$ cat config.mk
export PLATFORM = sky130hd
export DESIGN_NAME = asp_serial_port
export DESIGN_NICKNAME = d
export VERILOG_FILES = /design/src/hw/asp_pkg.sv /design/src/hw/asp_baud_gen.sv /design/src/hw/asp_serial_port.sv
export SDC_FILE = /design/constraint.sdc
export NUM_CORES = 1
export LEC_CHECK = 0
export BUFFER_PORTS_ARGS = -buffer_cell sky130_fd_sc_hd__buf_2
export CORE_MARGIN = 5
export CORE_UTILIZATION = 52
export DETAILED_ROUTE_END_ITERATION = 16
export PLACE_DENSITY = 0.74
export SLEW_MARGIN = 20
export SYNTH_ARGS = -nofsm -noshare
export SYNTH_HDL_FRONTEND = slang
export SYNTH_HIERARCHICAL = 1
export SYNTH_SLANG_ARGS = --single-unit
$ cat constraint.sdc
create_clock -name i_clk -period 1.8 [get_ports i_clk]
set_clock_uncertainty 0.05 [all_clocks]
set_input_delay 0.18 -clock i_clk [delete_from_list [all_inputs] [get_ports i_clk]]
set_output_delay 0.18 -clock i_clk [all_outputs]
set_load 0.005 [all_outputs]
$ cat src/hw/asp_pkg.sv
/*
  Constants, register layouts and carriers for the async serial port.
  Assumes a single 250 MHz clock and byte-addressed Avalon-MM access.
*/
// Summary of operation
// [RULE1] CLK pin source must stay below 1.6 MHz when selected.
// [RULE2] Software loads the divisor only while rx_allow and tx_side_init_n are zero.
// [RULE3] prescale_choice picks oscillator/2 or oscillator/32 as divider source.
// [RULE4] Baud is f/32(N+1), f/512(N+1) or f(CLK)/16(N+1).
// [RULE5] outside_clock_pick selects the CLK pin as divider source.
// [RULE6] With handshake_pin_func zero the handshake pin is a 1-bit port.
// [RULE7] handshake_pin_dir zero means input, one means output.
// [RULE8] parity_on adds a parity bit on transmit and checks it on receive.
// [RULE9] parity_polarity picks even or odd parity for both directions.
// [RULE10] Frame config selects character and stop length for both directions; the receiver ignores halt_bits_count and checks one stop bit.
// [RULE11] tx_allow permits transmit, rx_allow permits receive.
// [RULE12] tx_irq_allow and rx_irq_allow enable the two interrupt requests.
// [RULE13] handshake_pin_func one makes the pin a clear-to-send input.
// [RULE14] In port mode handshake_pin_out sets the driven pin level.
// [RULE15] tx_side_init_n zero holds the whole transmit side initialised.
// [RULE16] Writing error_clear one clears all error flags; it reads zero.
// [RULE17] tx_buf_free_flag is one while the transmit buffer is empty; the code reads it zero while tx_side_init_n is zero.
// [RULE18] rx_buf_full_flag is set on a received character, cleared by reading it.
// [RULE19] tx_idle_flag is one when shifter and buffer are both empty; the code reads it zero while tx_side_init_n is zero.
// [RULE20] parity_fault_flag is set on received parity mismatch.
// [RULE21] overrun_flag is set when an unread character is overwritten.
// [RULE22] framing_fault_flag is set when the stop bit is sampled low.
// [RULE23] Handshake level status bit reads the pin level.
// [RULE24] Receiver samples at 16x baud, majority of three mid-bit samples.
// [RULE25] Transmit enabled when tx_allow and (port mode or handshake input low).
// [RULE26] After a stop bit send the next buffered character, else idle high.
// [RULE27] Divider source selection bits sit at frame config bits 4 and 5.
// [RULE28] Character length is seven or eight bits, stop length one or two.
// [RULE29] Reset clears all three serial registers.
package asp_pkg;

  // =========================================================
  // register map (byte addresses)
  localparam int          ADDR_W    = 5;
  localparam logic [4:0]  OFS_FRAME = 5'h00;
  localparam logic [4:0]  OFS_CTRL  = 5'h04;
  localparam logic [4:0]  OFS_FLAGS = 5'h08;
  localparam logic [4:0]  OFS_DIV   = 5'h0c;
  localparam logic [4:0]  OFS_DATA  = 5'h10;
  localparam logic [7:0]  REG_RST   = 8'h00;

  // =========================================================
  // timing
  localparam int          EXT_CLK_MAX_KHZ = 1600;
  localparam int          PRE_FAST        = 2;
  localparam int          PRE_SLOW        = 32;
  localparam logic [3:0]  PH_SAMPLE_A     = 4'h7;
  localparam logic [3:0]  PH_SAMPLE_C     = 4'h9;
  localparam logic [3:0]  PH_LAST         = 4'hf;
  localparam logic [3:0]  PH_START_SEEN   = 4'h1;
  localparam logic [3:0]  CHAR_LONG       = 4'h8;
  localparam logic [3:0]  CHAR_SHORT      = 4'h7;
  localparam int          FRAME_W         = 12;

  // =========================================================
  // register layouts
  typedef struct packed {
    logic handshake_pin_dir;
    logic spare;
    logic prescale_choice;
    logic outside_clock_pick;
    logic parity_polarity;
    logic parity_on;
    logic halt_bits_count;
    logic char_width_sel;
  } asp_frame_s;

  typedef struct packed {
    logic error_clear;
    logic tx_side_init_n;
    logic handshake_pin_out;
    logic handshake_pin_func;
    logic rx_irq_allow;
    logic rx_allow;
    logic tx_irq_allow;
    logic tx_allow;
  } asp_ctrl_s;

  typedef struct packed {
    logic hs_level;
    logic spare;
    logic framing_fault_flag;
    logic overrun_flag;
    logic parity_fault_flag;
    logic tx_idle_flag;
    logic rx_buf_full_flag;
    logic tx_buf_free_flag;
  } asp_flags_s;

  typedef enum logic [2:0] {
    ASP_RX_IDLE  = 3'b000,
    ASP_RX_START = 3'b001,
    ASP_RX_DATA  = 3'b010,
    ASP_RX_PAR   = 3'b011,
    ASP_RX_STOP  = 3'b100
  } asp_rx_e;

endpackage

$ cat src/hw/asp_baud_gen.sv
/*
  Baud source selection and programmable divider; emits a 16x tick.
  Assumes i_ext_clk is already synchronous to i_clk.
*/
`timescale 1ns/1ps
module asp_baud_gen import asp_pkg::*; #(
  parameter int DIV_W = 8
) (
  input  wire logic             i_clk,
  input  wire logic             i_rst,
  input  wire logic             i_ext_clk,
  input  wire logic             i_outside,
  input  wire logic             i_prescale,
  input  wire logic [DIV_W-1:0] i_divisor,
  output logic                  o_tick
);

  if (DIV_W < 1) begin : g_chk
    $error("DIV_W must be at least 1");
  end

  typedef struct packed {
    logic [4:0]       pre;
    logic             ext_prev;
    logic [DIV_W-1:0] cnt;
    logic             tick;
  } asp_bg_s;

  asp_bg_s s;
  asp_bg_s next_s;
  logic    src;

  always_comb begin
    next_s          = s;
    next_s.pre      = s.pre + 5'h01;
    next_s.ext_prev = i_ext_clk;
    next_s.tick     = 1'b0;
    if (i_outside) begin                                    // RULE5
      src = i_ext_clk & ~s.ext_prev;
    end else if (i_prescale) begin                          // RULE3
      src = s.pre == 5'(PRE_SLOW - 1);
    end else begin
      src = (s.pre & 5'(PRE_FAST - 1)) == 5'(PRE_FAST - 1);
    end
    // divide by N+1 gives the 16x oversample rate
    if (src) begin                                          // RULE4
      if (s.cnt == '0) begin
        next_s.cnt  = i_divisor;
        next_s.tick = 1'b1;
      end else begin
        next_s.cnt = s.cnt - 1'b1;
      end
    end
    if (i_rst) begin
      next_s = '0;
    end
  end

  always_ff @(posedge i_clk) begin
    s <= next_s;
  end

  assign o_tick = s.tick;

endmodule // asp_baud_gen

$ cat src/hw/asp_serial_port.sv
/*
  Full-duplex async serial channel with Avalon-MM register access.
  Assumes rxd, handshake and CLK pin inputs are synchronous to i_clk.
*/
// Our own choices: register access over Avalon-MM and the register offsets.
`timescale 1ns/1ps
module asp_serial_port import asp_pkg::*; (
  input  wire logic              i_clk,
  input  wire logic              i_rst,
  input  wire logic [ADDR_W-1:0] i_avs_address,
  input  wire logic              i_avs_read,
  input  wire logic              i_avs_write,
  input  wire logic [31:0]       i_avs_writedata,
  input  wire logic [3:0]        i_avs_byteenable,
  output logic      [31:0]       o_avs_readdata,
  output logic                   o_avs_waitrequest,
  input  wire logic              i_rxd,
  output logic                   o_txd,
  input  wire logic              i_ext_clk,
  input  wire logic              i_hs_in,
  output logic                   o_hs_out,
  output logic                   o_hs_oe,
  output logic                   o_tx_irq,
  output logic                   o_rx_irq
);

  // =========================================================
  // state
  typedef struct packed {
    asp_frame_s          frame;
    asp_ctrl_s           ctrl;
    logic [7:0]          divisor;
    logic                waitreq;
    logic [31:0]         rdata;
    logic                txd;
    logic                hs_out;
    logic                hs_oe;
    logic                tx_irq;
    logic                rx_irq;
    logic [7:0]          tx_buf;
    logic                tx_full;
    logic                tx_busy;
    logic [FRAME_W-1:0]  tx_sh;
    logic [3:0]          tx_left;
    logic [3:0]          tx_ph;
    asp_rx_e             rx_st;
    logic                rx_prev;
    logic [3:0]          rx_ph;
    logic [2:0]          rx_vote;
    logic [7:0]          rx_sh;
    logic [3:0]          rx_cnt;
    logic                rx_par;
    logic [7:0]          rx_buf;
    logic                rx_full;
    logic                pe;
    logic                ovr;
    logic                fe;
  } asp_state_s;

  asp_state_s         s;
  asp_state_s         next_s;
  logic               tick;
  logic               req;
  logic               done;
  logic               wr;
  logic               tx_en;
  logic [3:0]         nbits;
  logic               bitv;
  logic [7:0]         dmask;
  logic [7:0]         rdat;
  logic [FRAME_W-1:0] fr;
  asp_flags_s         flags;
  asp_ctrl_s          wctrl;
  logic [7:0]         rv;

  function automatic logic maj3(input logic [2:0] v);
    return (v[0] & v[1]) | (v[0] & v[2]) | (v[1] & v[2]);
  endfunction

  // =========================================================
  // baud source
  asp_baud_gen #(
    .DIV_W (8)
  ) u_baud (
    .i_clk      (i_clk),
    .i_rst      (i_rst),
    .i_ext_clk  (i_ext_clk),
    .i_outside  (s.frame.outside_clock_pick),               // RULE27
    .i_prescale (s.frame.prescale_choice),
    .i_divisor  (s.divisor),
    .o_tick     (tick)
  );

  // =========================================================
  // next state
  always_comb begin
    next_s = s;
    nbits  = s.frame.char_width_sel ? CHAR_LONG : CHAR_SHORT; // RULE28 RULE10
    dmask  = s.frame.char_width_sel ? 8'hff : 8'h7f;
    rdat   = s.frame.char_width_sel ? s.rx_sh : {1'b0, s.rx_sh[7:1]};
    bitv   = maj3(s.rx_vote);                               // RULE24
    fr     = '1;
    wctrl  = asp_ctrl_s'(i_avs_writedata[7:0]);

    // transmit permitted only with handshake clear or port mode
    tx_en = s.ctrl.tx_allow &                               // RULE25 RULE11
            (~s.ctrl.handshake_pin_func | ~i_hs_in);        // RULE13

    flags                    = '0;
    flags.tx_buf_free_flag   = s.ctrl.tx_side_init_n & ~s.tx_full; // RULE17
    flags.rx_buf_full_flag   = s.rx_full;
    flags.tx_idle_flag       = flags.tx_buf_free_flag & ~s.tx_busy; // RULE19
    flags.parity_fault_flag  = s.pe;
    flags.overrun_flag       = s.ovr;
    flags.framing_fault_flag = s.fe;
    flags.hs_level           = i_hs_in;                     // RULE23 RULE6

    // bus: request taken with waitrequest high, answered next cycle
    req  = i_avs_read | i_avs_write;
    done = req & ~s.waitreq;
    wr   = i_avs_write & done & i_avs_byteenable[0];
    next_s.waitreq = ~(req & s.waitreq);
    unique case (i_avs_address)
      OFS_FRAME: rv = s.frame;
      OFS_CTRL:  rv = {1'b0, s.ctrl[6:0]};                  // RULE16
      OFS_FLAGS: rv = flags;
      OFS_DIV:   rv = s.divisor;
      OFS_DATA:  rv = s.rx_buf;
      default:   rv = REG_RST;
    endcase
    if (req & s.waitreq) begin
      next_s.rdata = {24'h000000, rv};
    end
    if (wr) begin
      unique case (i_avs_address)
        OFS_FRAME: next_s.frame = asp_frame_s'(i_avs_writedata[7:0]);
        OFS_CTRL: begin
          next_s.ctrl             = wctrl;
          next_s.ctrl.error_clear = 1'b0;
        end
        OFS_DIV:   next_s.divisor = i_avs_writedata[7:0];  // RULE2
        default: ;
      endcase
    end
    // clears first, so a same-cycle hardware set below wins
    if (wr && i_avs_address == OFS_CTRL && wctrl.error_clear) begin
      next_s.pe  = 1'b0;                                    // RULE16
      next_s.ovr = 1'b0;
      next_s.fe  = 1'b0;
    end
    if (i_avs_read && done && i_avs_address == OFS_DATA) begin
      next_s.rx_full = 1'b0;                                // RULE18
    end

    // =======================================================
    // transmitter
    fr[0] = 1'b0;
    for (int i = 0; i < 8; i++) begin
      if (4'(i) < nbits) begin
        fr[1 + i] = s.tx_buf[i];
      end
    end
    if (s.frame.parity_on) begin                            // RULE8
      fr[4'h1 + nbits] = ^(s.tx_buf & dmask) ^ ~s.frame.parity_polarity; // RULE9
    end
    if (!s.ctrl.tx_side_init_n) begin                       // RULE15
      next_s.tx_full = 1'b0;
      next_s.tx_busy = 1'b0;
      next_s.tx_ph   = '0;
      next_s.txd     = 1'b1;
    end else begin
      if (tick) begin
        if (s.tx_busy) begin
          next_s.tx_ph = s.tx_ph + 4'h1;
          if (s.tx_ph == PH_LAST) begin
            if (s.tx_left == 4'h1) begin
              next_s.tx_busy = 1'b0;                        // RULE26
              next_s.txd     = 1'b1;
            end else begin
              next_s.tx_sh   = {1'b1, s.tx_sh[FRAME_W-1:1]};
              next_s.txd     = s.tx_sh[1];
              next_s.tx_left = s.tx_left - 4'h1;
            end
          end
        end else if (s.tx_full && tx_en) begin              // RULE26
          next_s.tx_sh   = fr;
          next_s.txd     = 1'b0;
          next_s.tx_busy = 1'b1;
          next_s.tx_full = 1'b0;
          next_s.tx_ph   = '0;
          next_s.tx_left = 4'h1 + nbits + 4'(s.frame.parity_on)
                           + (s.frame.halt_bits_count ? 4'h2 : 4'h1);
        end
      end
      if (wr && i_avs_address == OFS_DATA) begin
        next_s.tx_buf  = i_avs_writedata[7:0];
        next_s.tx_full = 1'b1;
      end
    end

    // =======================================================
    // receiver
    if (!s.ctrl.rx_allow) begin                             // RULE11
      next_s.rx_st   = ASP_RX_IDLE;
      next_s.rx_full = 1'b0;
      next_s.rx_prev = 1'b1;
    end else if (tick) begin
      if (s.rx_st == ASP_RX_IDLE) begin
        next_s.rx_prev = i_rxd;
        // two low samples in a row arm the start check
        if (!i_rxd && !s.rx_prev) begin                     // RULE24
          next_s.rx_st = ASP_RX_START;
          next_s.rx_ph = PH_START_SEEN;
        end
      end else begin
        next_s.rx_ph = s.rx_ph + 4'h1;
        if (s.rx_ph >= PH_SAMPLE_A && s.rx_ph <= PH_SAMPLE_C) begin
          next_s.rx_vote = {s.rx_vote[1:0], i_rxd};
        end
        if (s.rx_ph == PH_LAST) begin
          unique case (s.rx_st)
            ASP_RX_START: begin
              next_s.rx_st  = bitv ? ASP_RX_IDLE : ASP_RX_DATA;
              next_s.rx_cnt = '0;
              next_s.rx_prev = 1'b1;
            end
            ASP_RX_DATA: begin
              next_s.rx_sh  = {bitv, s.rx_sh[7:1]};
              next_s.rx_cnt = s.rx_cnt + 4'h1;
              if (s.rx_cnt + 4'h1 == nbits) begin
                next_s.rx_st = s.frame.parity_on ? ASP_RX_PAR : ASP_RX_STOP;
              end
            end
            ASP_RX_PAR: begin
              next_s.rx_par = bitv;
              next_s.rx_st  = ASP_RX_STOP;
            end
            ASP_RX_STOP: begin
              next_s.rx_buf  = rdat;
              next_s.rx_full = 1'b1;                        // RULE18
              next_s.rx_st   = ASP_RX_IDLE;
              next_s.rx_prev = bitv;
              if (s.rx_full) begin
                next_s.ovr = 1'b1;                          // RULE21
              end
              if (s.frame.parity_on &&
                  (^rdat ^ s.rx_par ^ ~s.frame.parity_polarity)) begin
                next_s.pe = 1'b1;                           // RULE20 RULE9
              end
              if (!bitv) begin
                next_s.fe = 1'b1;                           // RULE22
              end
            end
            default: next_s.rx_st = ASP_RX_IDLE;
          endcase
        end
      end
    end

    // =======================================================
    // handshake pin and interrupt requests
    next_s.hs_out = s.ctrl.handshake_pin_out;               // RULE14
    next_s.hs_oe  = ~s.ctrl.handshake_pin_func &            // RULE6 RULE13
                    s.frame.handshake_pin_dir;              // RULE7
    next_s.tx_irq = s.ctrl.tx_irq_allow & flags.tx_buf_free_flag & tx_en; // RULE12
    next_s.rx_irq = s.ctrl.rx_irq_allow & s.rx_full;        // RULE12

    if (i_rst) begin
      next_s          = '0;                                 // RULE29
      next_s.waitreq  = 1'b1;
      next_s.txd      = 1'b1;
      next_s.rx_prev  = 1'b1;
    end
  end

  always_ff @(posedge i_clk) begin
    s <= next_s;
  end

  // =========================================================
  // outputs, all registered
  assign o_avs_readdata    = s.rdata;
  assign o_avs_waitrequest = s.waitreq;
  assign o_txd             = s.txd;
  assign o_hs_out          = s.hs_out;
  assign o_hs_oe           = s.hs_oe;
  assign o_tx_irq          = s.tx_irq;
  assign o_rx_irq          = s.rx_irq;

endmodule // asp_serial_port

==> results of run 1 <==
==> sequential cells by signal, summed over array words and instances, names as in the netlist <==
register / cells
o_hs_oe: 1
o_hs_out: 1
o_avs_readdata: 8
o_rx_irq: 1
o_tx_irq: 1
s: 84
u_baud/s: 14
o_avs_waitrequest: 1
flags: 4
u_baud/o_tick: 1
o_txd: 1
==> what timing repair did <==
action | 4_1_cts | 5_1_grt
resized for setup | 11 | 31
cloned | 0 | 1
pin swaps | 3 | 12
hold buffers | 1 | 0
endpoints found under the hold margin | 1 | 0
buffers inserted | 0 | 2
endpoints found under the setup margin | 8 | 33
==> logic make-up (layout without fill, tap and decap cells) <==
family                   count (synthesis)  in the layout  share of synthesized area
other                                    1             24                   0.000631
buffers and inverters                   85            132                     0.0838
flip-flops                             117            117                      0.394
AO/OA/AOI/OAI                          138            139                      0.156
multiplexers                            59             59                      0.101
XOR/XNOR                                20             20                     0.0318
adder cells (fa/ha/maj)                 15             15                     0.0320
AND/OR/NAND/NOR                        232            232                      0.201
==> final cells by class <==
type / instances / area [um^2] / area share
Inverter: 18 / 67.6 / 0.00941
Multi-Input combinational cell: 489 / 3360 / 0.468
Tap cell: 143 / 179 / 0.0249
Timing Repair Buffer: 85 / 641 / 0.0892
Clock buffer: 25 / 505 / 0.0704
Clock inverter: 4 / 70.1 / 0.00975
Sequential cell: 117 / 2360 / 0.329
==> synth_stat cells, drive strengths merged (4+ instances only) <==
cell type | count | area, um^2
dfxtp | 117 | 2340
nor2 | 88 | 340
mux2i | 56 | 561
nand2 | 49 | 189
buf | 48 | 354
a21oi | 37 | 185
o21ai | 28 | 144
clkbuf | 18 | 67.6
inv | 18 | 67.6
nand3 | 16 | 85.1
a22oi | 15 | 113
xnor2 | 15 | 131
ha | 12 | 150
nor3 | 12 | 82.6
a211oi | 10 | 75.1
nor2b | 9 | 56.3
a22o | 7 | 61.3
nand2b | 7 | 43.8
nand3b | 7 | 52.6
a32oi | 6 | 52.6
or4 | 6 | 45.0
a31oi | 5 | 31.3
nor3b | 5 | 37.5
nor4 | 5 | 46.3
o2bb2ai | 5 | 43.8
a32o | 4 | 40.0
and3b | 4 | 35.0
nand4 | 4 | 25.0
xor2 | 4 | 35.0
==> critical path, stage by stage (launching register included) <==
cell and delay [ns]:
dfxtp_2 0.34, ha_4 0.18, xor2_2 0.16, nor3_2 0.22, a211oi_2 0.13, or4_1 0.50
a21oi_1 0.16
==> per-layer routing <==
metal  up-vias  share of wire  GRT usage
met5         -              0          0
met4         0          0.020     0.0849
met3        24          0.059     0.0545
met2       149           0.49      0.362
met1      2407           0.43      0.272
li1       2455              -          -
==> power breakdown <==
part           total [mW]  switching [mW]  internal (mW)
clock                3.29            1.10           2.19
combinational       0.867           0.470          0.397
sequential           2.72          0.0755           2.64
total                6.87            1.64           5.23
==> worst paths after layout <==
path,from,end,slack (ns),cells past startpoint
setup / recovery,s[14],s[35],-0.002,6
hold / removal,i_avs_writedata[1],s[105],0.02,3
setup reg to reg,s[14],s[35],-0.002,6
hold reg to reg,o_avs_readdata[7],o_avs_readdata[7],0.40,2
==> summary.txt, run 1 <==
Status
  • Status: finished with violations
  • Failing checks: setup timing

Synth
  • Mapped Area: 5950 um^2
  • Post-synth EDFFs: 0
  • #FFs+latches synth: 117
  • Ys Warns: 6
  • Post-synthesis sequential area ratio: 0.394
  • Syn avg cell area: 8.91 um^2
  • Post-synthesis instance total: 667
  • Ys flop type: dfxtp_1
  • Synth cell types: 75
  • Ys async rst share: 0

Finish
  • Most common cell after layout, fill and taps aside: dfxtp_1
  • Ratio of cells with drive above 1 in the final layout: 0.222
  • Final Core Density: 0.635
  • Final non-filler cell total: 881
  • Nets: 789
  • Final instance area: 7180 um^2
  • Commonest non-fill, non-tap cells in the layout: dfxtp_1 (109), nor2_1 (86), mux2i_1 (55)
  • Area Overhead vs Synth: 20.8%
  • Fillers: 913
  • # diodes: 0

Clock network
  • CTS H-Tree Depth: 4
  • Cts bufs inserted: 17
  • Buffer depth of the longest clock path: 2
  • Skew-Pair Late Insertion Delay: 0.41 ns
  • Worst-path clk slew: 0.05 ns
  • CTS tree: yes
  • CTS root buf: clkbuf_16
  • Num Clock Sinks: 117

Routing
  • DRT iter0 DRCs: 352
  • Vias per inst: 5.72
  • Post-route ant nets: 0
  • DR WL/cell: 16.5 um
  • Detailed Route WL: 14.6 mm
  • Drt drc: 0
  • Vias: 5,035
  • DRT Pass-1 Iters: 5

Die
  • Floorplan Core Area: 11,300 um^2
  • Std cell rows: 39
  • Starting Density: 0.525
  • Die Ht: 117 um
  • Die Wd: 117 um
  • Total die area: 13,700 um^2
  • # IOs: 86

Global routing
  • Vias in the first global route: 4,787
  • Total Routing Usage GR: 0.218
  • First-pass GRT wire length: 23.6 mm
  • Largest net degree at the start of global routing: 53
  • Global route total overflow: 0
  • Initial antenna violation count: 0

Worst setup path
  • Crit path required time: 2.08 ns
  • Startpoint types: register
  • Critical Path End Type: register
  • Crit-path max FO: 4
  • CP Data Arrival Time: 2.08 ns
  • WS Path Type: reg -> reg

STA
  • Minimum clock period: 1.80 ns
  • Worst Hold Slack: 0.0191 ns
  • TNS Setup: -0.00225 ns
  • Endpoints failing setup: 1
  • Period utilization: 1.00
  • Setup slack after layout: -0.00225 ns
  • Max-slew headroom: 0.635
  • Number of failing hold endpoints at the final stage: 0
  • Max-slew violations: 0
  • Measured slew at the worst slew-check pin: 0.547 ns
  • Max Clock Freq: 555 MHz
  • RSZ-0062 raised after global routing: true

Placement
  • Routability congestion estimate: 0.882
  • Inst Count DP: 848
  • PortBufs: 34
  • DPL Wire Length: 10.1 mm
  • Placed cell area: 6400 um^2
  • Place WS: -0.0878 ns

Power
  • Leak Pwr: 2.77 nW
  • Power, Total: 6.87 mW
  • Worst vdd ir: 0.742 mV
  • Power per Cell Area: 957 nW/um^2

Run
  • Max-cap violations: 0

Hold path
  • Worst Hold Class: in -> reg
Note: power is estimated with default switching activity, not from simulation.
==> run 2, diff against run 1 <==
--- a/config.mk
+++ b/config.mk
@@ -5,8 +5,9 @@
 export SDC_FILE = /design/constraint.sdc
 export NUM_CORES = 1
 export LEC_CHECK = 0
+export ABC_AREA = 1
 export BUFFER_PORTS_ARGS = -buffer_cell sky130_fd_sc_hd__buf_2
-export CORE_MARGIN = 5
+export CORE_MARGIN = 4
 export CORE_UTILIZATION = 52
 export DETAILED_ROUTE_END_ITERATION = 16
 export PLACE_DENSITY = 0.74
==> summary.txt, run 2 <==
Status
  • Status: finished, final reports clean

Placement
  • DPL Wire Length: 10.2 mm (+1.8%)
  • PortBufs: 34 (unchanged)
  • Routability congestion estimate: 0.918 (+4.0%)
  • Place WS: 0.00206 ns (+0.0899 ns)

STA
  • Period utilization: 0.955 (-0.0465)
  • Measured slew at the worst slew-check pin: 0.618 ns (+0.0704 ns)
  • Endpoints failing setup: 0 (-1)
  • Worst Hold Slack: 0.0418 ns (+0.0227 ns)
  • Setup slack after layout: 0.0814 ns (+0.0836 ns)
  • Max-slew headroom: 0.588 (-0.0470)
  • Max Clock Freq: 582 MHz (+4.9%)
  • Max-slew violations: 0 (unchanged)
  • Minimum clock period: 1.72 ns (-0.0836 ns)
  • Number of failing hold endpoints at the final stage: 0 (unchanged)

Routing
  • Detailed Route WL: 14.5 mm (-0.66%)
  • Vias: 5,501 (+9.3%)
  • DRT iter0 DRCs: 416 (+18%)
  • DR WL/cell: 13.7 um (-17%)
  • DRT Pass-1 Iters: 5 (unchanged)
  • Vias per inst: 5.21 (-8.9%)
  • Post-route ant nets: 0 (unchanged)
  • Drt drc: 0 (unchanged)

Worst setup path
  • WS Path Type: reg -> reg
  • Startpoint types: register
  • CP peak stage delay: 0.40 ns (-0.10 ns)
  • R2r setup slk: 0.08 ns (+0.08 ns)
  • CP Data Arrival Time: 2.00 ns (-0.08 ns)
  • Crit path required time: 2.08 ns (about the same)
  • CP cell instances: ha_4, nand4_4, clkinv_4, o21ai_2, nor3_4, buf_4, buf_6, o21ai_0, a31oi_1
  • Critical Path End Type: register
  • Crit-path max FO: 7 (+3)
  • Worst path slowest cell: dfxtp_1

Power
  • NetSw: 1.60 mW (-2.6%)
  • Combinational Power Share: 0.087 (-0.039)
  • Sequential share of power: 0.412 (+0.016)
  • Clock share of power: 0.501 (+0.023)
  • Power, Total: 6.49 mW (-5.5%)
  • Worst vdd ir: 0.833 mV (+12%)
  • Int Pwr: 4.89 mW (-6.5%)
  • Leak Pwr: 2.97 nW (+7.1%)
  • Sw Ratio: 0.246 (+0.00745)
  • Power per Cell Area: 926 nW/um^2 (-3.2%)

Clock network
  • Worst-path clk slew: 0.06 ns (about the same)
  • Cts bufs inserted: 17 (unchanged)
  • Num Clock Sinks: 117 (unchanged)
  • CTS root buf: clkbuf_16
  • Skew-Pair Late Insertion Delay: 0.41 ns (about the same)
  • CTS H-Tree Depth: 4 (unchanged)
  • Buffer depth of the longest clock path: 2 (unchanged)
  • CTS tree: yes

Global routing
  • Largest net degree at the start of global routing: 49 (-7.5%)
  • Total Routing Usage GR: 0.225 (+0.00730)
  • First-pass GRT wire length: 23.8 mm (+0.88%)
  • Global route total overflow: 0 (unchanged)
  • Initial antenna violation count: 0 (unchanged)
  • Vias in the first global route: 5,090 (+6.3%)

Finish
  • # diodes: 0 (unchanged)
  • Most common cell after layout, fill and taps aside: nand2_1
  • Final Core Density: 0.636 (+0.00116)
  • Commonest non-fill, non-tap cells in the layout: nand2_1 (159), dfxtp_1 (115), inv_1 (108)
  • Biggest register: s
  • Ratio of cells with drive above 1 in the final layout: 0.174 (-0.0486)
  • Area Overhead vs Synth: 17.5%
  • Max reg flops: 84 (unchanged)
  • Nets: 965 (+22%)

Synth
  • Area contributors post-synth: dfxtp_1 (39%), nand2_1 (10%), o21ai_0 (7.5%)
  • Ys flop type: dfxtp_1
  • Post-synthesis instance total: 838 (+26%)
  • Ys Warns: 6 (unchanged)
  • Ys async rst share: 0 (unchanged)
  • Top post-synthesis cells by count: nand2_1 (159), dfxtp_1 (117), inv_1 (109), o21ai_0 (89), nor2_1 (83)
  • Syn avg cell area: 7.12 um^2 (-20%)
  • Synth top area share: 0.393 (-0.00132)
  • #FFs+latches synth: 117 (unchanged)
  • Area leader, netlist: dfxtp_1
  • Synth cell types: 45 (-40%)
  • Most frequent cell after synthesis: nand2_1
  • Mapped Area: 5970 um^2 (+0.34%)
  • Post-synth EDFFs: 0 (unchanged)
  • Post-synthesis sequential area ratio: 0.393 (-0.00132)

Die
  • Total die area: 13,300 um^2 (-3.1%)
  • Die Wd: 115 um (-1.6%)
  • Starting Density: 0.541 (+0.0156)
  • Std cell rows: 38 (-2.6%)
  • Floorplan Core Area: 11,000 um^2 (-2.6%)
  • Die Ht: 115 um (-1.6%)
  • # IOs: 86 (unchanged)

Run
  • Max-cap violations: 0 (unchanged)

Hold path
  • Worst Hold Class: in -> reg
==> run 2: changes by cell type in the layout (fill, tap and decap cells not counted), sizes merged, moves of 9 or more <==
cell and delta:
a21oi +40, a22oi -15, inv +99, mux2i -56, nand2 +112, nand3 +22
nor2b -9, o21ai +72, xnor2 -12
==> run 2: cell families (layout without fill, tap and decap cells) <==
family | after synthesis | in the layout | share of synthesized area
flops | 117 | 117 | 0.393
simple gates | 313 | 313 | 0.227
fa+ha+maj | 13 | 13 | 0.0285
buf+inv | 172 | 227 | 0.139
other cells | 1 | 24 | 0.000629
xor+xnor | 10 | 10 | 0.0147
compound gates | 212 | 212 | 0.198
==> run 2: power groups by stage <==
stage               sequential, mW  combinational [mW]  clock, mW
floorplan                     2.72               0.453          0
global placement              2.73               0.538          0
detailed placement            2.73               0.550          0
CTS                           2.67               0.554       3.29
global route                  2.68               0.639       3.45
finish                        2.68               0.564       3.25
==> run 2: worst max-delay path: cells and delay by family, from the launching register on <==
family                   cells  cell delay (ns)
buffers and inverters        3             0.37
adder cells (fa/ha/maj)      1             0.19
AO/OA/AOI/OAI                3             0.31
flip-flops                   1             0.40
AND/OR/NAND/NOR              2             0.32
==> run 2: worst paths after layout <==
kind	from	end	depth (start not counted)
setup / recovery	s[37]	s[46]	9
hold reg to reg	o_avs_readdata[2]	o_avs_readdata[2]	2
setup reg to reg	s[37]	s[46]	9
hold / removal	i_avs_writedata[0]	s[112]	3
==> run 2: per-stage QoR <==
| stage | cell area, um^2 | setup TNS (ns) | std cells |
|---|---|---|---|
| 2_1_floorplan | 6050 | 0 | 861 |
| 3_3_place_gp | 6280 | 0 | 1014 |
| 3_5_place_dp | 6280 | 0 | 1014 |
| 4_1_cts | 6900 | 0 | 1050 |
| 5_1_grt | 7010 | -0.0287 | 1056 |
| 6_report | 7010 | 0 | 1056 |
==> run 2: repair_timing <==
action	in CTS	in global routing
cloned	0	1
resized for setup	0	20
hold endpoints to repair	1	0
setup buffers	4	5
hold buffers	1	0
endpoints found under the setup margin	1	36
pin swaps	1	5
==> run 2: layer usage <==
| metal | part of all wire | GRT usage |
|---|---|---|
| met4 | 0.024 | 0.0869 |
| met5 | 0 | 0 |
| met1 | 0.45 | 0.290 |
| met3 | 0.053 | 0.0558 |
| met2 | 0.48 | 0.365 |
==> run 2: area by class of cell <==
| class | count | area [um^2] |
|---|---|---|
| Tap cell | 140 | 175 |
| Sequential cell | 117 | 2340 |
| Inverter | 117 | 447 |
| Clock buffer | 18 | 439 |
| Fill cell | 995 | 4020 |
| Timing Repair Buffer | 79 | 524 |
| Clock inverter | 13 | 134 |
| Multi-Input combinational cell | 572 | 2950 |
